--- config.mk ---
export PLATFORM = sky130hd
export DESIGN_NAME = rf_frame_countdown_timer
export DESIGN_NICKNAME = d
export VERILOG_FILES = /design/src/tick_prescaler.v /design/src/sticky_event_bit.v /design/src/rf_frame_countdown_timer.v
export VERILOG_INCLUDE_DIRS = /design/src
export SDC_FILE = /design/constraint.sdc
export NUM_CORES = 1
export LEC_CHECK = 0
export BUFFER_PORTS_ARGS = -buffer_cell sky130_fd_sc_hd__buf_2
export CORE_MARGIN = 2
export CORE_UTILIZATION = 45
export DETAILED_ROUTE_END_ITERATION = 6
export PLACE_DENSITY = 0.77
export SYNTH_ARGS = -nofsm -noshare
export SYNTH_HDL_FRONTEND = slang
export SYNTH_SLANG_ARGS = --single-unit
export TNS_END_PERCENT = 20
--- constraint.sdc ---
create_clock -name mclk_in -period 2.8 [get_ports mclk_in]
set_clock_uncertainty 0.2 [all_clocks]
set_input_delay 0.28 -clock mclk_in [delete_from_list [all_inputs] [get_ports mclk_in]]
set_output_delay 0.28 -clock mclk_in [all_outputs]
set_load 0.005 [all_outputs]
--- src/countdown_timer_regs.vh ---
`ifndef COUNTDOWN_TIMER_REGS_VH
`define COUNTDOWN_TIMER_REGS_VH
// ****************************************************************
// register map (byte address = index * 4)
// ****************************************************************
`define IDX_TICK_CONFIG      8'h2A
`define IDX_CONTROL          8'h2B
`define IDX_PRESET           8'h2C
`define IDX_STATUS           8'h30
`define IDX_MASK             8'h31
`define IDX_COUNT            8'h32
// ****************************************************************
// field positions
// ****************************************************************
`define FLD_AUTO_RELOAD      5
`define FLD_HALT_RX_END      3
`define FLD_HALT_RX_FIRST    2
`define FLD_LAUNCH_TX_END    1
`define FLD_LAUNCH_TX_FIRST  0
`define FLD_EXPIRED          0
`define FLD_RUNNING          1
// ****************************************************************
// reset values and limits
// ****************************************************************
`define RST_TICK_CONFIG      8'h07
`define RST_CONTROL          8'h06
`define RST_PRESET           8'h0A
`define MAX_EXPONENT         5'h15
`define EXP_WIDTH            22
`endif

--- src/tick_prescaler.v ---
`timescale 1ns/1ps
// ****************************************************************
// power-of-two tick divider
// ****************************************************************
module tick_prescaler (
   input  wire       mclk_in,
   input  wire       reset_in,
   input  wire       clear_in,
   input  wire [4:0] exponent_in,
   output reg        tick_out
);
   reg  [21:0] divide_count;   // free running divider
   wire [21:0] tick_mask;      // low bits that must all be set
   // exponent zero gives a tick every clock; first tick 2^exponent cycles after clear
   assign tick_mask = (22'h000001 << exponent_in) - 22'h000001;
   // count and strobe when the low exponent bits wrap
   always @(posedge mclk_in or posedge reset_in) begin
      if (reset_in) begin
         divide_count <= 22'h000000;
         tick_out     <= 1'b0;
      end else if (clear_in) begin
         divide_count <= 22'h000000;
         tick_out     <= (tick_mask == 22'h000000);
      end else begin
         divide_count <= divide_count + 22'h000001;
         // look one count ahead so the registered strobe is not a cycle late
         tick_out     <= (((divide_count + 22'h000001) & tick_mask) == tick_mask);
      end
   end
endmodule

--- src/sticky_event_bit.v ---
`timescale 1ns/1ps
// ****************************************************************
// sticky status bit, set wins over clear
// ****************************************************************
module sticky_event_bit (
   input  wire mclk_in,
   input  wire reset_in,
   input  wire set_in,
   input  wire clear_in,
   output reg  flag_out
);
   // hold until read, new event beats the clearing read
   always @(posedge mclk_in or posedge reset_in) begin
      if (reset_in) begin
         flag_out <= 1'b0;
      end else if (set_in) begin
         flag_out <= 1'b1;
      end else if (clear_in) begin
         flag_out <= 1'b0;
      end
   end
endmodule

--- src/rf_frame_countdown_timer.v ---
// Overview of operation
// - prescale exponent accepted from zero to 21
// - tick rate is clock over two^exponent
// - auto reload bit reloads preset at zero
// - without reload, stop at zero, flag expiry
// - control bit 3 halts at receive end
// - control bit 2 halts at first rx bit
// - control bit 1 launches at transmit end
// - control bit 0 launches at first tx bit
// - reset values 07h and 06h
// - start loads preset; zero preset blocks start
`timescale 1ns/1ps
`include "countdown_timer_regs.vh"
module rf_frame_countdown_timer (
   input  wire        mclk_in,
   input  wire        reset_in,
   // wishbone slave
   input  wire        wb_cyc_in,
   input  wire        wb_stb_in,
   input  wire        wb_we_in,
   input  wire [9:0]  wb_adr_in,
   input  wire [3:0]  wb_sel_in,
   input  wire [31:0] wb_dat_in,
   output reg  [31:0] wb_dat_out,
   output reg         wb_ack_out,
   // rf frame events, one cycle pulses
   input  wire        tx_first_bit_in,
   input  wire        tx_end_in,
   input  wire        rx_first_bit_in,
   input  wire        rx_end_in,
   // status outputs
   output reg         irq_out,
   output reg         running_out,
   output reg  [7:0]  count_out
);
   // ****************************************************************
   // registers
   // ****************************************************************
   reg  [7:0] timer_tick_config;         // exponent and reload bit
   reg  [7:0] timer_start_stop_control;  // launch and halt enables
   reg  [7:0] countdown_preset;          // start value
   reg  [1:0] irq_mask;                  // interrupt mask
   reg        running;                   // timer active
   reg  [7:0] count;                     // current count
   wire       countdown_expired_flag;    // sticky expiry
   wire       stopped_flag;              // sticky stop by rx event
   wire [1:0] pending_request_reg;       // status layout
   wire [4:0] tick_divide_exponent;
   wire       auto_reload_enable;
   wire       halt_on_receive_end;
   wire       halt_on_receive_first_bit;
   wire       launch_on_transmit_end;
   wire       launch_on_transmit_first_bit;
   wire       tick;                      // prescaled enable
   wire       launch;                    // start or restart
   wire       halt;                      // rx stop event
   wire       expire;                    // reached zero, no reload
   wire       halt_hit;                  // halt while running
   wire       bus_req;                   // new bus access
   wire       bus_wr;                    // write strobe
   wire       status_rd;                 // read of status clears it
   wire [7:0] reg_index;                 // word index
   // ****************************************************************
   // field decode
   // ****************************************************************
   assign tick_divide_exponent         = timer_tick_config[4:0];
   assign auto_reload_enable           = timer_tick_config[`FLD_AUTO_RELOAD];
   assign halt_on_receive_end          = timer_start_stop_control[`FLD_HALT_RX_END];
   assign halt_on_receive_first_bit    = timer_start_stop_control[`FLD_HALT_RX_FIRST];
   assign launch_on_transmit_end       = timer_start_stop_control[`FLD_LAUNCH_TX_END];
   assign launch_on_transmit_first_bit = timer_start_stop_control[`FLD_LAUNCH_TX_FIRST];
   assign reg_index = wb_adr_in[9:2];
   assign bus_req   = wb_cyc_in & wb_stb_in & ~wb_ack_out;
   assign bus_wr    = bus_req & wb_we_in & wb_sel_in[0];
   assign status_rd = bus_req & ~wb_we_in & (reg_index == `IDX_STATUS);
   // ****************************************************************
   // start and stop events
   // ****************************************************************
   // launch requests, reloaded even when already running
   assign launch = ((launch_on_transmit_first_bit & tx_first_bit_in) |
                    (launch_on_transmit_end & tx_end_in)) &
                   (countdown_preset != 8'h00);
   assign halt   = (halt_on_receive_first_bit & rx_first_bit_in) |
                   (halt_on_receive_end & rx_end_in);
   assign expire = running & tick & ~launch & ~halt & (count == 8'h01) &
                   ~auto_reload_enable;
   assign halt_hit = running & halt & ~launch;
   // ****************************************************************
   // prescaler, restarted with each launch
   // ****************************************************************
   tick_prescaler u_prescaler (
      .mclk_in     (mclk_in),
      .reset_in    (reset_in),
      .clear_in    (launch),
      .exponent_in (tick_divide_exponent),
      .tick_out    (tick)
   );
   // ****************************************************************
   // countdown engine
   // ****************************************************************
   // launch beats halt; halt beats counting
   always @(posedge mclk_in or posedge reset_in) begin
      if (reset_in) begin
         running <= 1'b0;
         count   <= 8'h00;
      end else if (launch) begin
         running <= 1'b1;
         count   <= countdown_preset;
      end else if (halt) begin
         running <= 1'b0;
      end else if (running & tick) begin
         if (count == 8'h01) begin
            if (auto_reload_enable) begin
               count <= countdown_preset;
            end else begin
               count   <= 8'h00;
               running <= 1'b0;
            end
         end else begin
            count <= count - 8'h01;
         end
      end
   end
   // ****************************************************************
   // interrupt status
   // ****************************************************************
   sticky_event_bit u_expired_bit (
      .mclk_in  (mclk_in),
      .reset_in (reset_in),
      .set_in   (expire),
      .clear_in (status_rd),
      .flag_out (countdown_expired_flag)
   );
   sticky_event_bit u_stopped_bit (
      .mclk_in  (mclk_in),
      .reset_in (reset_in),
      .set_in   (halt_hit),
      .clear_in (status_rd),
      .flag_out (stopped_flag)
   );
   assign pending_request_reg = {stopped_flag, countdown_expired_flag};
   // ****************************************************************
   // register writes
   // ****************************************************************
   // upper unused bits are stored as written, except in the mask; software keeps them zero
   always @(posedge mclk_in or posedge reset_in) begin
      if (reset_in) begin
         timer_tick_config        <= `RST_TICK_CONFIG;
         timer_start_stop_control <= `RST_CONTROL;
         countdown_preset         <= `RST_PRESET;
         irq_mask                 <= 2'h0;
      end else if (bus_wr) begin
         if (reg_index == `IDX_TICK_CONFIG) begin
            // exponent above the top value is clamped
            if (wb_dat_in[4:0] > `MAX_EXPONENT) begin
               timer_tick_config <= {wb_dat_in[7:5], `MAX_EXPONENT};
            end else begin
               timer_tick_config <= wb_dat_in[7:0];
            end
         end else if (reg_index == `IDX_CONTROL) begin
            timer_start_stop_control <= wb_dat_in[7:0];
         end else if (reg_index == `IDX_PRESET) begin
            countdown_preset <= wb_dat_in[7:0];
         end else if (reg_index == `IDX_MASK) begin
            irq_mask <= wb_dat_in[1:0];
         end
      end
   end
   // ****************************************************************
   // bus answer and outputs
   // ****************************************************************
   // one cycle ack, read data registered in the same cycle as the ack, unmapped read zero
   always @(posedge mclk_in or posedge reset_in) begin
      if (reset_in) begin
         wb_ack_out  <= 1'b0;
         wb_dat_out  <= 32'h00000000;
         irq_out     <= 1'b0;
         running_out <= 1'b0;
         count_out   <= 8'h00;
      end else begin
         wb_ack_out  <= bus_req;
         irq_out     <= |(pending_request_reg & irq_mask);
         running_out <= running;
         count_out   <= count;
         if (bus_req & ~wb_we_in) begin
            if (reg_index == `IDX_TICK_CONFIG) begin
               wb_dat_out <= {24'h000000, timer_tick_config};
            end else if (reg_index == `IDX_CONTROL) begin
               wb_dat_out <= {24'h000000, timer_start_stop_control};
            end else if (reg_index == `IDX_PRESET) begin
               wb_dat_out <= {24'h000000, countdown_preset};
            end else if (reg_index == `IDX_STATUS) begin
               wb_dat_out <= {29'h00000000, running, pending_request_reg};
            end else if (reg_index == `IDX_MASK) begin
               wb_dat_out <= {30'h00000000, irq_mask};
            end else if (reg_index == `IDX_COUNT) begin
               wb_dat_out <= {24'h000000, count};
            end else begin
               wb_dat_out <= 32'h00000000;
            end
         end
      end
   end
endmodule

======== Word level (Yosys, flattened, before mapping) ========
Index checks and enable logic that the tools add are counted.
word-level totals
  register bits ........................... 103
  output and inout port bits .............. 43
operators by class
  equal/unequal tests ..................... 10
  reduce and logical (&&, ||, !) cells .... 14
  multiplexer cells ....................... 22
  $add $sub $neg .......................... 3
  $lt $le $gt $ge ......................... 1
  shift operators ......................... 1
  bitwise logic cells ..................... 30
operator list
  operator               number
  $mux 8                 11
  $eq 8x6->1 const B     6
  $add 22x1->22 const B  1
  $and 22x22->22         1
  $eq 22x22->1           1
  $logic_not 22->1       1
  $mux 22                1
  $shl 1x5->22 const A   1
  $sub 22x1->22 const B  1
  $and 1x1->1            18
  $mux 1                 9
  $eq 8x1->1 const B     1
  $not 1->1              8
  $reduce_bool 8->1      1
  $sub 8x1->8 const B    1
  $reduce_and 3->1       2
  $reduce_bool 2->1      3
  $reduce_bool 3->1      2
  $gt 5x5->1 const B     1
  $mux 5                 1
  $reduce_and 5->1       1
  $reduce_and 2->1       2
  $reduce_and 4->1       1
  $ne 3x1->1 const B     1
  4 further kinds        5

======== Depth between registers and ports, before layout ========
Gate-level depths: netlist of the first run.
  word-level depth ........................ 9
  depth in mapped cells ................... 13
  mapped depth without buffers ............ 11

======== Hierarchy ========
From an unflattened synthesis of the first run, not the netlist that was laid out.
unflattened totals
  cells, all modules ...................... 507
  area, all modules ....................... 4777.1 sq um
modules (own cells, without submodules)
  module                    area an instance (sq um)  cells an instance  sequential area each (sq um)  times used
  rf_frame_countdown_timer  3040.4                    292                1360.1                        1
  tick_prescaler            1656.6                    207                575.6                         1
  sticky_event_bit          40.0                      4                  25.0                          2

======== Worst setup path before layout of the first run ========
No wires, ideal clock.
  kind .................................... register to register
  from .................................... register timer_tick_config[2]
  to ...................................... register u_prescaler.tick_out
  data arrival time ....................... 2.387 ns
  cell stages (with the launch flop) ...... 13
  setup time .............................. 0.066 ns
  setup slack ............................. 0.147 ns
  cell sequence ........................... dfstp_2 -> clkbuf_1 -> nor2_1 -> nand2_1 -> ha_1 -> clkbuf_1 -> nor3_1 -> a31oi_1 -> o22ai_1 -> a22oi_1 -> nand2_1 -> nor4_1 -> a22o_1
between the ends
  word-level cells in the longest chain between the ends .. 5
  elaborated cells on any way between the ends .. 6
  classes of those cells .................. add/sub: 1; eq/ne: 1; shift: 1; mux: 1; bitwise: 1; reduce/logical: 1
ends and longest elaborated chain
  item                    line                            RTL
  start, declared         rf_frame_countdown_timer.v:39   reg [7:0] timer_tick_config;
  start signal, assigned  rf_frame_countdown_timer.v:148  timer_tick_config <= `RST_TICK_CONFIG;
  start signal, assigned  rf_frame_countdown_timer.v:156  timer_tick_config <= {wb_dat_in[7:5], `MAX_EXPONENT};
  start signal, assigned  rf_frame_countdown_timer.v:158  timer_tick_config <= wb_dat_in[7:0];
  $shl 1x5->22 *          tick_prescaler.v:15             assign tick_mask = (22'h000001 << exponent_in) - 22'h000001;
  $sub 22x1->22 *         tick_prescaler.v:15
  $and 22x22->22          tick_prescaler.v:27             tick_out <= (((divide_count + 22'h000001) & tick_mask) == tick_mask);
  $eq 22x22->1            tick_prescaler.v:27
  $mux 1 *                tick_prescaler.v:21             end else if (clear_in) begin
  end signal, assigned    tick_prescaler.v:23             tick_out <= (tick_mask == 22'h000000);
  end signal, assigned    tick_prescaler.v:27
  end, declared           tick_prescaler.v:10             output reg tick_out
Every way passes the cells marked *; elsewhere a longest branch is shown, timed or not.
A chain may end at the register's enable or synchronous reset.

======== Worst setup path in the final report of the first run ========
  from .................................... register timer_tick_config[4]
  to ...................................... register u_prescaler.tick_out
Same word-level chain as after synthesis.

==> results.toml, run 1 <==
[synth]
synth_cell_types = 57
post_synth_main_area_contributors = "dfrtp_1 (41%), mux2_2 (5.6%), nor2_1 (4.8%), dfstp_2 (4.2%), buf_4 (4.1%)"
mux_share_of_post_synthesis_cell_area = 0.06740
synth-compound-area-share = 0.1552
synthesis.area_per_instance_um2 = 9.774
postSynthCellCount = 452
synth.top_cell.area_share = 0.4078
yosysWarningCount = 0
synth_area_um2 = 4418
synth_top_family_by_area = "simple AND/OR/NAND/NOR gates"
synth_area_leader_cell = "dfrtp_1"
area_share_of_xor_xnor_cells_in_the_synthesized_design = 0.04163
part_of_the_yosys_area_used_for_sequential_elements = 0.4494
yosys_register_bits = 79
synth-async-reset-ratio = 1.000
yosys.area_share.adder = 0.01416
synth_enable_flop_cells = 0
ys.flop_type = "dfrtp_1"
yosys.area_share.simple = 0.1841

[grt]
antenna_found_initial = 0
grt_max_degree = 48
overall_global_routing_resource_usage = 0.2045
globalRouteOverflowTotal = 0
first_global_vias = 3439
grt_first_pass_wirelength_mm = 16.73

[die]
io_pins = 98
die_x_um = 103.1
rows = 36
placeableCoreArea_um2 = 9639
starting_density_of_the_core = 0.4583
die_area_um2 = 10630
die-height_um = 103.1

[clocking]
clock_tree.buffer_depth = 2
numCtsBuffers = 9
h-tree-depth = 3
cts_sinks = 79
path_clk_slew_ps = 80
clock_insertion_delay_worst_skew_ps = 360
cts_tree = "built"
clockRootBuffer = "clkbuf_8"

[cells_and_area]
post-route-util = 0.5221
final.fill_count = 871
final_nets = 571
antenna_cells_inserted = 0
layout-drive-gt1-share = 0.2461
area_growth_syn_to_layout_pct = 13.91

[sta]
post-route-period-util = 0.9614
timing.slew.headroom = 0.4751
timing.final.hold_violations = 0
grt_setup_unrepaired = "no"
worst-slew-pin-transition_ps = 786.5
fmax_mhz = 371.5
finalSetupViolCount = 0
final_max_slew_viol_count = 0
layout_min_cycle_time_ps = 2692
postLayoutSetupSlackWorst_ps = 108.0

[worst_hold_path]
holdCritStartpoint = "wb_dat_in[0]"
hold_path.class = "in -> reg"
hold_end = "timer_start_stop_control[0]"
timing.hold.worst_path_depth = 2

[outcome]
run_status = "finished clean"

[critical_path]
crit_path_end_kind = "flop"
crit_reg_reg_endpoint = "u_prescaler.tick_out"
worst_r2r_startpoint = "timer_tick_config[4]"
critPathMaxFanout = 13
path_class = "reg -> reg"
cp-start-kind = "flop"
critical_path_arrival_ps = 2780
reg2regPathDepth = 11
cp_data_required_time_ps = 2890
worst-r2r-setup-slack_ps = 110

[place]
placement.io_buffers = 44
gp_routability_congestion = 0.8903
preCtsSetupSlack_ps = -22.56
place.detailed.hpwl_mm = 7.378

[power_and_ir_drop]
ir_drop_uv = 358.2
leakagePower_nw = 2.204
powerDensity_nw_per_um2 = 485.0

[route]
num_vias = 3607
finalWirelength_mm = 10.31
initialDrtViolationCount = 270
avgRoutedWirePerCell_um = 15.89
first_pass_iters = 4
route.antenna.remaining_nets = 0
post-route-drc-count = 0
vias_per_cell = 5.558

[job]
drv_cap = 0
-- through the flow --
stage / power [W] / instance area, µm² / TNS [ps] / cells / hold WS [ps]
2_1_floorplan: 0.001426 / 4504 / 0 / 475 / 182.7
3_3_place_gp: 0.001484 / 4703 / 0 / 626 / 248.1
3_5_place_dp: 0.001491 / 4703 / -22.56 / 626 / 233.3
4_1_cts: 0.002451 / 5005 / 0 / 649 / 13.98
5_1_grt: 0.002559 / 5032 / 0 / 649 / 30.82
6_report: 0.002440 / 5032 / 0 / 649 / 35.96
-- cells in the mapped netlist (all sizes together) (4+ instances only) --
master  count
a211oi      4
a21oi      24
a22oi      16
a31oi      11
and3        4
buf        30
clkbuf     16
dfrtp      72
dfstp       7
ha          5
inv        10
mux2       22
mux2i       5
nand2      26
nand3      14
nand4       6
nor2       59
nor2b       5
nor3       15
nor3b       5
nor4       10
o21ai      28
o22ai       4
xnor2      15
xor2        6
-- worst max-delay path: stages (launching register included) --
cell,delay [ps]
dfrtp_1,380
or2_2,310
nor2_1,190
nand2_2,120
ha_4,220
nor3b_1,140
a31oi_1,140
o22ai_1,100
a22oi_1,180
nand2_1,120
nor4_4,330
a22o_1,200
-- cell families (layout without fill, tap and decap cells) --
| group | count (synthesis) | in the layout |
|---|---|---|
| xor gates and xnor gates | 21 | 21 |
| and+or+nand+nor | 155 | 155 |
| AOI/OAI and AO/OA | 108 | 108 |
| adders and majority gates | 5 | 5 |
| DFF | 79 | 79 |
| buffers and inverters | 56 | 97 |
| other | 1 | 24 |
| muxes | 27 | 27 |
-- cell type report --
type / count / area (µm²) / area share
Sequential cell: 79 / 1986 / 0.3946
Clock buffer: 11 / 141.4 / 0.02810
Multi-Input combinational cell: 340 / 2178 / 0.4329
Timing Repair Buffer: 71 / 440.4 / 0.08752
Inverter: 10 / 38.79 / 0.007708
Tap cell: 133 / 166.4 / 0.03307
Clock inverter: 5 / 81.33 / 0.01616
-- report_power, final --
part | leakage, nW | internal, W | total [W] | switching (W)
Combinational | 1.10 | 0.0000997 | 0.000228 | 0.000129
Sequential | 0.991 | 0.00120 | 0.00126 | 0.0000594
Clock | 0.110 | 0.000527 | 0.000956 | 0.000430
Total | 2.20 | 0.00182 | 0.00244 | 0.000618
-- how the worst max path moves through the flow --
stage                    startpoint                   end  depth (start not counted)
3_3_place_gp   timer_tick_config[4]  u_prescaler.tick_out                         11
4_1_cts                   wb_stb_in           irq_mask[0]                          8
5_1_grt        timer_tick_config[4]  u_prescaler.tick_out                         11
3_5_place_dp   timer_tick_config[4]  u_prescaler.tick_out                         11
6_report       timer_tick_config[4]  u_prescaler.tick_out                         11
2_1_floorplan  timer_tick_config[2]  u_prescaler.tick_out                         12
-- flip-flops by register name, summed over array words and instances, names as in the netlist, 2 cells and up --
register / count
count: 8
wb_dat_out: 8
timer_tick_config: 8
timer_start_stop_control: 8
count_out: 8
irq_mask: 2
countdown_preset: 8
u_prescaler.divide_count: 22
-- timing repair --
| item | 4_1_cts | 5_1_grt |
|---|---|---|
| pin swaps | 0 | 1 |
| buffers inserted | 0 | 0 |
| gates resized for setup | 2 | 4 |
| endpoints found under the hold margin | 52 | 0 |
| endpoints found under the setup margin | 1 | 3 |
| hold buffers | 7 | 0 |
-- layout by cell type (no fill, tap or decap), types with 16 or more instances in the layout --
| master | n |
|---|---|
| dfrtp_1 | 72 |
| nor2_1 | 57 |
| buf_2 | 44 |
| o21ai_0 | 28 |
| conb_1 | 24 |
| nand2_1 | 23 |
| a21oi_1 | 23 |
| mux2_2 | 22 |
| buf_4 | 20 |
| a22oi_1 | 16 |
-- per-layer routing --
layer  part of all wire  GRT usage  up-vias
met5                  0          0        -
met4              0.038     0.1154        0
met3              0.055    0.04814       30
met2               0.48     0.3142      128
met1               0.42     0.2658     1744
li1                   -          -     1705
Power figures use the tool's default switching activity.
==> inputs of run 2 (changes only) <==
CORE_UTILIZATION = 29   (was 45)
PLACE_DENSITY = 0.56   (was 0.77)
==> run 2 against run 1 <==
- worst hold slack got worse by 19 ps
- largest power group unchanged
- highest routed layer unchanged
- combinational power about the same
- first-iteration DRC count decreased by 1.5%
- largest cell class unchanged
==> results.toml, run 2 (same netlist as run 1, synthesis figures left out) <==
[place]
placement.io_buffers = 44
gp_routability_congestion = 0.8745
place.detailed.hpwl_mm = 8.043
numPlacedInstances = 683

[cells_and_area]
final.fill_count = 1513
regMostFlops = "u_prescaler.divide_count"
multi_input_area_um2 = 2173
fin_cells = 705
layout.area.seq_um2 = 1986
final_nets = 572
max_ffs_per_register = 22
area_growth_syn_to_layout_pct = 17.39
layout-drive-gt1-share = 0.2495
final_common_cell = "dfrtp_1"
antenna_cells_inserted = 0
layout.cells.most_common_list = "dfrtp_1 (72), nor2_1 (57), buf_2 (44), o21ai_0 (28)"

[die]
die_x_um = 127.4
die_area_um2 = 16240
io_pins = 98
rows = 45
die-height_um = 127.4
starting_density_of_the_core = 0.2939
placeableCoreArea_um2 = 15030

[clocking]
cts_tree = "built"
path_clk_slew_ps = 60
clockRootBuffer = "clkbuf_16"
clock_insertion_delay_worst_skew_ps = 350
numCtsBuffers = 9
h-tree-depth = 3
clock_tree.buffer_depth = 2
post-cts-setup-buffers = 0
cts_sinks = 79

[route]
num_vias = 3519
finalWirelength_mm = 11.09
post-route-drc-count = 0
route.antenna.remaining_nets = 0
avgRoutedWirePerCell_um = 15.72
initialDrtViolationCount = 266
first_pass_iters = 4
vias_per_cell = 4.991

[grt]
first_global_vias = 3420
overall_global_routing_resource_usage = 0.1413
antenna_found_initial = 0
globalRouteOverflowTotal = 0
grt_max_degree = 51
grt_first_pass_wirelength_mm = 17.94

[worst_hold_path]
hold_path.class = "in -> reg"

[critical_path]
critical_path_arrival_ps = 2690
cp_data_required_time_ps = 2830
crit_chain = "dlygate4sd3_1, buf_2, nand2_1, dlygate4sd3_1, nor2_1, and3_1, nand2_1, mux2_2"
crit_path_end_kind = "flop"
crit_slowest_cell = "dlygate4sd3_1"
path_class = "in -> reg"
critPathMaxFanout = 12
critical_path.max_stage_delay_ps = 550
cp-start-kind = "input pin"

[power_and_ir_drop]
leakagePower_nw = 2.246
ir_drop_uv = 341.0
powerDensity_nw_per_um2 = 509.7
totalPowerFinal_w = 0.002644

[outcome]
run_status = "finished clean"

[sta]
layout_min_cycle_time_ps = 2653
finalSetupViolCount = 0
worst-slew-pin-transition_ps = 542.5
timing.slew.headroom = 0.6379
post-route-period-util = 0.9474
fmax_mhz = 377.0
timing.final.hold_violations = 0
final_max_slew_viol_count = 0

[job]
drv_cap = 0
==> run 2: path summary, 6_finish.rpt <==
| check | depth (start not counted) | slack (ps) | end | startpoint |
|---|---|---|---|---|
| worst max-delay path | 8 | 150 | timer_tick_config[7] | wb_stb_in |
| worst min-delay path | 3 | 20 | timer_tick_config[1] | wb_dat_in[1] |
| worst max register to register | 10 | 200 | u_prescaler.tick_out | timer_tick_config[4] |
| worst min register to register | 0 | 250 | count_out[1] | count[1] |
| max in group asynchronous | 4 | 1390 | countdown_preset[3] | reset_in |
| min in group asynchronous | 3 | 320 | u_prescaler.divide_count[5] | reset_in |
==> run 2: routing by layer <==
layer,up-vias,routed length [µm],track usage
li1,1707,-,-
met1,1715,4799,0.1807
met2,78,5558,0.2359
met3,19,483,0.02806
met4,0,244,0.05430
met5,-,0,0
==> run 2: power by group <==
part | internal, W | total [W] | switching [W]
clock network | 0.000680 | 0.00115 | 0.000474
logic | 0.0000996 | 0.000228 | 0.000129
registers | 0.00120 | 0.00126 | 0.0000637
==> run 2: worst max-delay path: cells and delay by family <==
kind,cells,cell delay [ps]
multiplexers,1,370
buffers and inverters,3,1150
AND/OR/NAND/NOR,4,870
==> run 2: area by class of cell <==
class,count,area share
Timing Repair Buffer,72,0.08830
Clock inverter,3,0.004825
Tap cell,188,0.04536
Sequential cell,79,0.3829
Multi-Input combinational cell,340,0.4191
Clock buffer,13,0.05211
Inverter,10,0.007479
==> run 2: timing repair <==
item / CTS / global route
endpoints found under the hold margin: 39 / 0
gates resized for setup: 0 / 5
endpoints found under the setup margin: 0 / 3
hold buffers: 6 / 0
==> run 2: metrics by stage <==
stage / instance area [µm²] / hold WS (ps) / util / setup TNS, ps / setup WS, ps
floorplan: 4504 / 182.7 / - / 0 / 146.8
global placement: 4800 / 144.6 / 0.3193 / 0 / 128.8
detailed placement: 4800 / 149.6 / 0.3193 / 0 / 60.16
CTS: 5155 / 1.389 / 0.3429 / 0 / 45.25
global route: 5186 / 35.64 / 0.3450 / -17.81 / -17.81
finish: 5186 / 17.29 / 0.3450 / 0 / 147.2
==> inputs of run 3 (changes only) <==
PLACE_DENSITY = 0.55   (was 0.56)
SYNTH_HIERARCHICAL = 1   (was not set)
==> run 3 against run 2 <==
- synthesized cell count is 12% higher
- non-clock buffer count is 25 higher
- critical path depth stayed put
- critical path type is now reg -> reg
- highest routed layer unchanged
==> results.toml, run 3 <==
[sta]
timing.slew.headroom = 0.4079
layout_min_cycle_time_ps = 2790
postLayoutSetupSlackWorst_ps = 10.08
finalSetupViolCount = 0
fin_worst_hold_slack_ps = 18.82
grt_setup_unrepaired = "yes"
final_max_slew_viol_count = 0
worst-slew-pin-transition_ps = 887.1
fmax_mhz = 358.4
post-route-period-util = 0.9964
timing.final.hold_violations = 0

[power_and_ir_drop]
leakagePower_nw = 2.551
powerDensity_nw_per_um2 = 484.8
ir_drop_uv = 314.6

[cells_and_area]
max_ffs_per_register = 22
layout.cells.most_common_list = "dfrtp_1 (72), buf_4 (49), buf_2 (45), nor2_1 (34), nand2_1 (27)"
design_area_um2 = 5842
fin_cells = 808
final_nets = 647
regMostFlops = "u_prescaler/divide_count"
area_growth_syn_to_layout_pct = 22.29
final_common_cell = "dfrtp_1"
layout-drive-gt1-share = 0.2770
post-route-util = 0.3651
antenna_cells_inserted = 0

[clocking]
numCtsBuffers = 9
cts_tree = "built"
path_clk_slew_ps = 60
clock_tree.buffer_depth = 2
clock_insertion_delay_worst_skew_ps = 340
cts_sinks = 79
clockRootBuffer = "clkbuf_16"
h-tree-depth = 3

[route]
initialDrtViolationCount = 254
avgRoutedWirePerCell_um = 15.91
post-route-drc-count = 0
route.antenna.remaining_nets = 0
vias_per_cell = 5.080
first_pass_iters = 4
finalWirelength_mm = 12.85
num_vias = 4105

[grt]
grt_max_degree = 27
globalRouteOverflowTotal = 0
first_global_vias = 3933
overall_global_routing_resource_usage = 0.1519
grt_first_pass_wirelength_mm = 21.13
antenna_found_initial = 0

[synth]
synth.top_cell.area_share = 0.3772
synth_enable_flop_cells = 0
part_of_the_yosys_area_used_for_sequential_elements = 0.4157
synthTopCellsByCount = "dfrtp_1 (72), nor2_1 (34), nand2_1 (27)"
synth-async-reset-ratio = 1.000
synth_area_um2 = 4777
ys.flop_type = "dfrtp_1"
yosysWarningCount = 6
synth_cell_types = 67
synth.most_common_cell = "dfrtp_1"
synth_area_leader_cell = "dfrtp_1"
synthesis.area_per_instance_um2 = 9.422
post_synth_main_area_contributors = "dfrtp_1 (38%), mux2_2 (5.9%), buf_4 (4.1%), dfstp_2 (3.9%), nor2_1 (2.7%)"
yosys_register_bits = 79
postSynthCellCount = 507

[critical_path]
cp_data_required_time_ps = 2860
critPathMaxFanout = 2
path_class = "reg -> reg"
critical_path_arrival_ps = 2850
cp-start-kind = "flop"
crit_path_end_kind = "flop"

[place]
placed_area_um2 = 5434
place.detailed.hpwl_mm = 9.478
gp_routability_congestion = 0.8676
numPlacedInstances = 786
preCtsSetupSlack_ps = -12.56
placement.io_buffers = 44

[die]
placeableCoreArea_um2 = 16000
starting_density_of_the_core = 0.2986
io_pins = 98
die_x_um = 132.3
die-height_um = 132.3
rows = 46
die_area_um2 = 17520

[outcome]
run_status = "finished clean"

[job]
drv_cap = 0

[worst_hold_path]
hold_path.class = "in -> reg"
run 3: cell count changes in the layout (fill, tap and decap cells not counted), sizes merged, moves of 6 or more:
cell,delta
buf,+28
nor2,-25
inv,+14
a22oi,-11
nand3b,+8
nand2b,+7
nand4,+7
o22ai,+6
run 3: where the power goes:
group	switching (W)	internal [W]	leakage [nW]
Sequential	0.0000284	0.00119	0.932
Clock	0.000519	0.000728	0.154
Combinational	0.000204	0.000164	1.46
run 3: kinds of logic (layout without fill, tap and decap cells):
family / count (synthesis) / in the layout / synth area share
compound gates: 111 / 111 / 0.1514
buf+inv: 73 / 135 / 0.08041
mux: 30 / 30 / 0.06941
other cells: 1 / 24 / 0.0007850
flops: 79 / 79 / 0.4157
fa+ha+maj: 5 / 5 / 0.01310
xor+xnor: 22 / 22 / 0.04033
simple gates: 186 / 186 / 0.2289
run 3: final timing paths:
kind                                              from                      endpoint  slack (ps)  cells after the start
hold / removal                            wb_dat_in[5]          timer_tick_config[5]          20                      2
hold reg to reg                               count[5]                  count_out[5]         290                      0
max in group asynchronous                     reset_in  u_prescaler/divide_count[21]        1320                      3
min in group asynchronous                     reset_in        u_stopped_bit/flag_out         160                      3
setup reg to reg           u_prescaler/divide_count[1]          u_prescaler/tick_out          10                      8
setup / recovery           u_prescaler/divide_count[1]          u_prescaler/tick_out          10                      8
run 3: area by class of cell:
type | count | area (µm²)
Fill cell | 1642 | 10160
Multi-Input combinational cell | 378 | 2567
Sequential cell | 79 | 1986
Timing Repair Buffer | 97 | 623.1
Tap cell | 216 | 270.3
Clock buffer | 10 | 239.0
Inverter | 22 | 82.58
Clock inverter | 6 | 73.82
run 3: metrics by stage:
| stage | power (W) | TNS [ps] |
|---|---|---|
| 5_1_grt | 0.002977 | -106.1 |
| 6_report | 0.002832 | 0 |
| 3_5_place_dp | 0.001596 | -12.56 |
| 4_1_cts | 0.002866 | 0 |
| 3_3_place_gp | 0.001588 | 0 |
| 2_1_floorplan | 0.001477 | 0 |
run 3: worst max-delay path: stages (launching register included):
cell	delay (ps)
dfrtp_1	360
ha_2	200
nand4_1	100
or4_4	580
or4b_4	510
and3_4	190
a2111oi_4	230
nand3_1	160
o31ai_2	190
run 3: repair_timing:
action / 4_1_cts / 5_1_grt
endpoints found under the setup margin: 1 / 1
pin swaps: 0 / 4
resized for setup: 2 / 5
hold endpoints to repair: 25 / 0
hold buffers: 3 / 0
buffers inserted: 0 / 3
run 3: metal layers:
layer	up-vias	global-route usage	share of wire
li1	1955	-	-
met1	2000	0.2185	0.48
met2	133	0.2309	0.45
met3	17	0.01999	0.051
met4	0	0.05974	0.017
met5	-	0	0
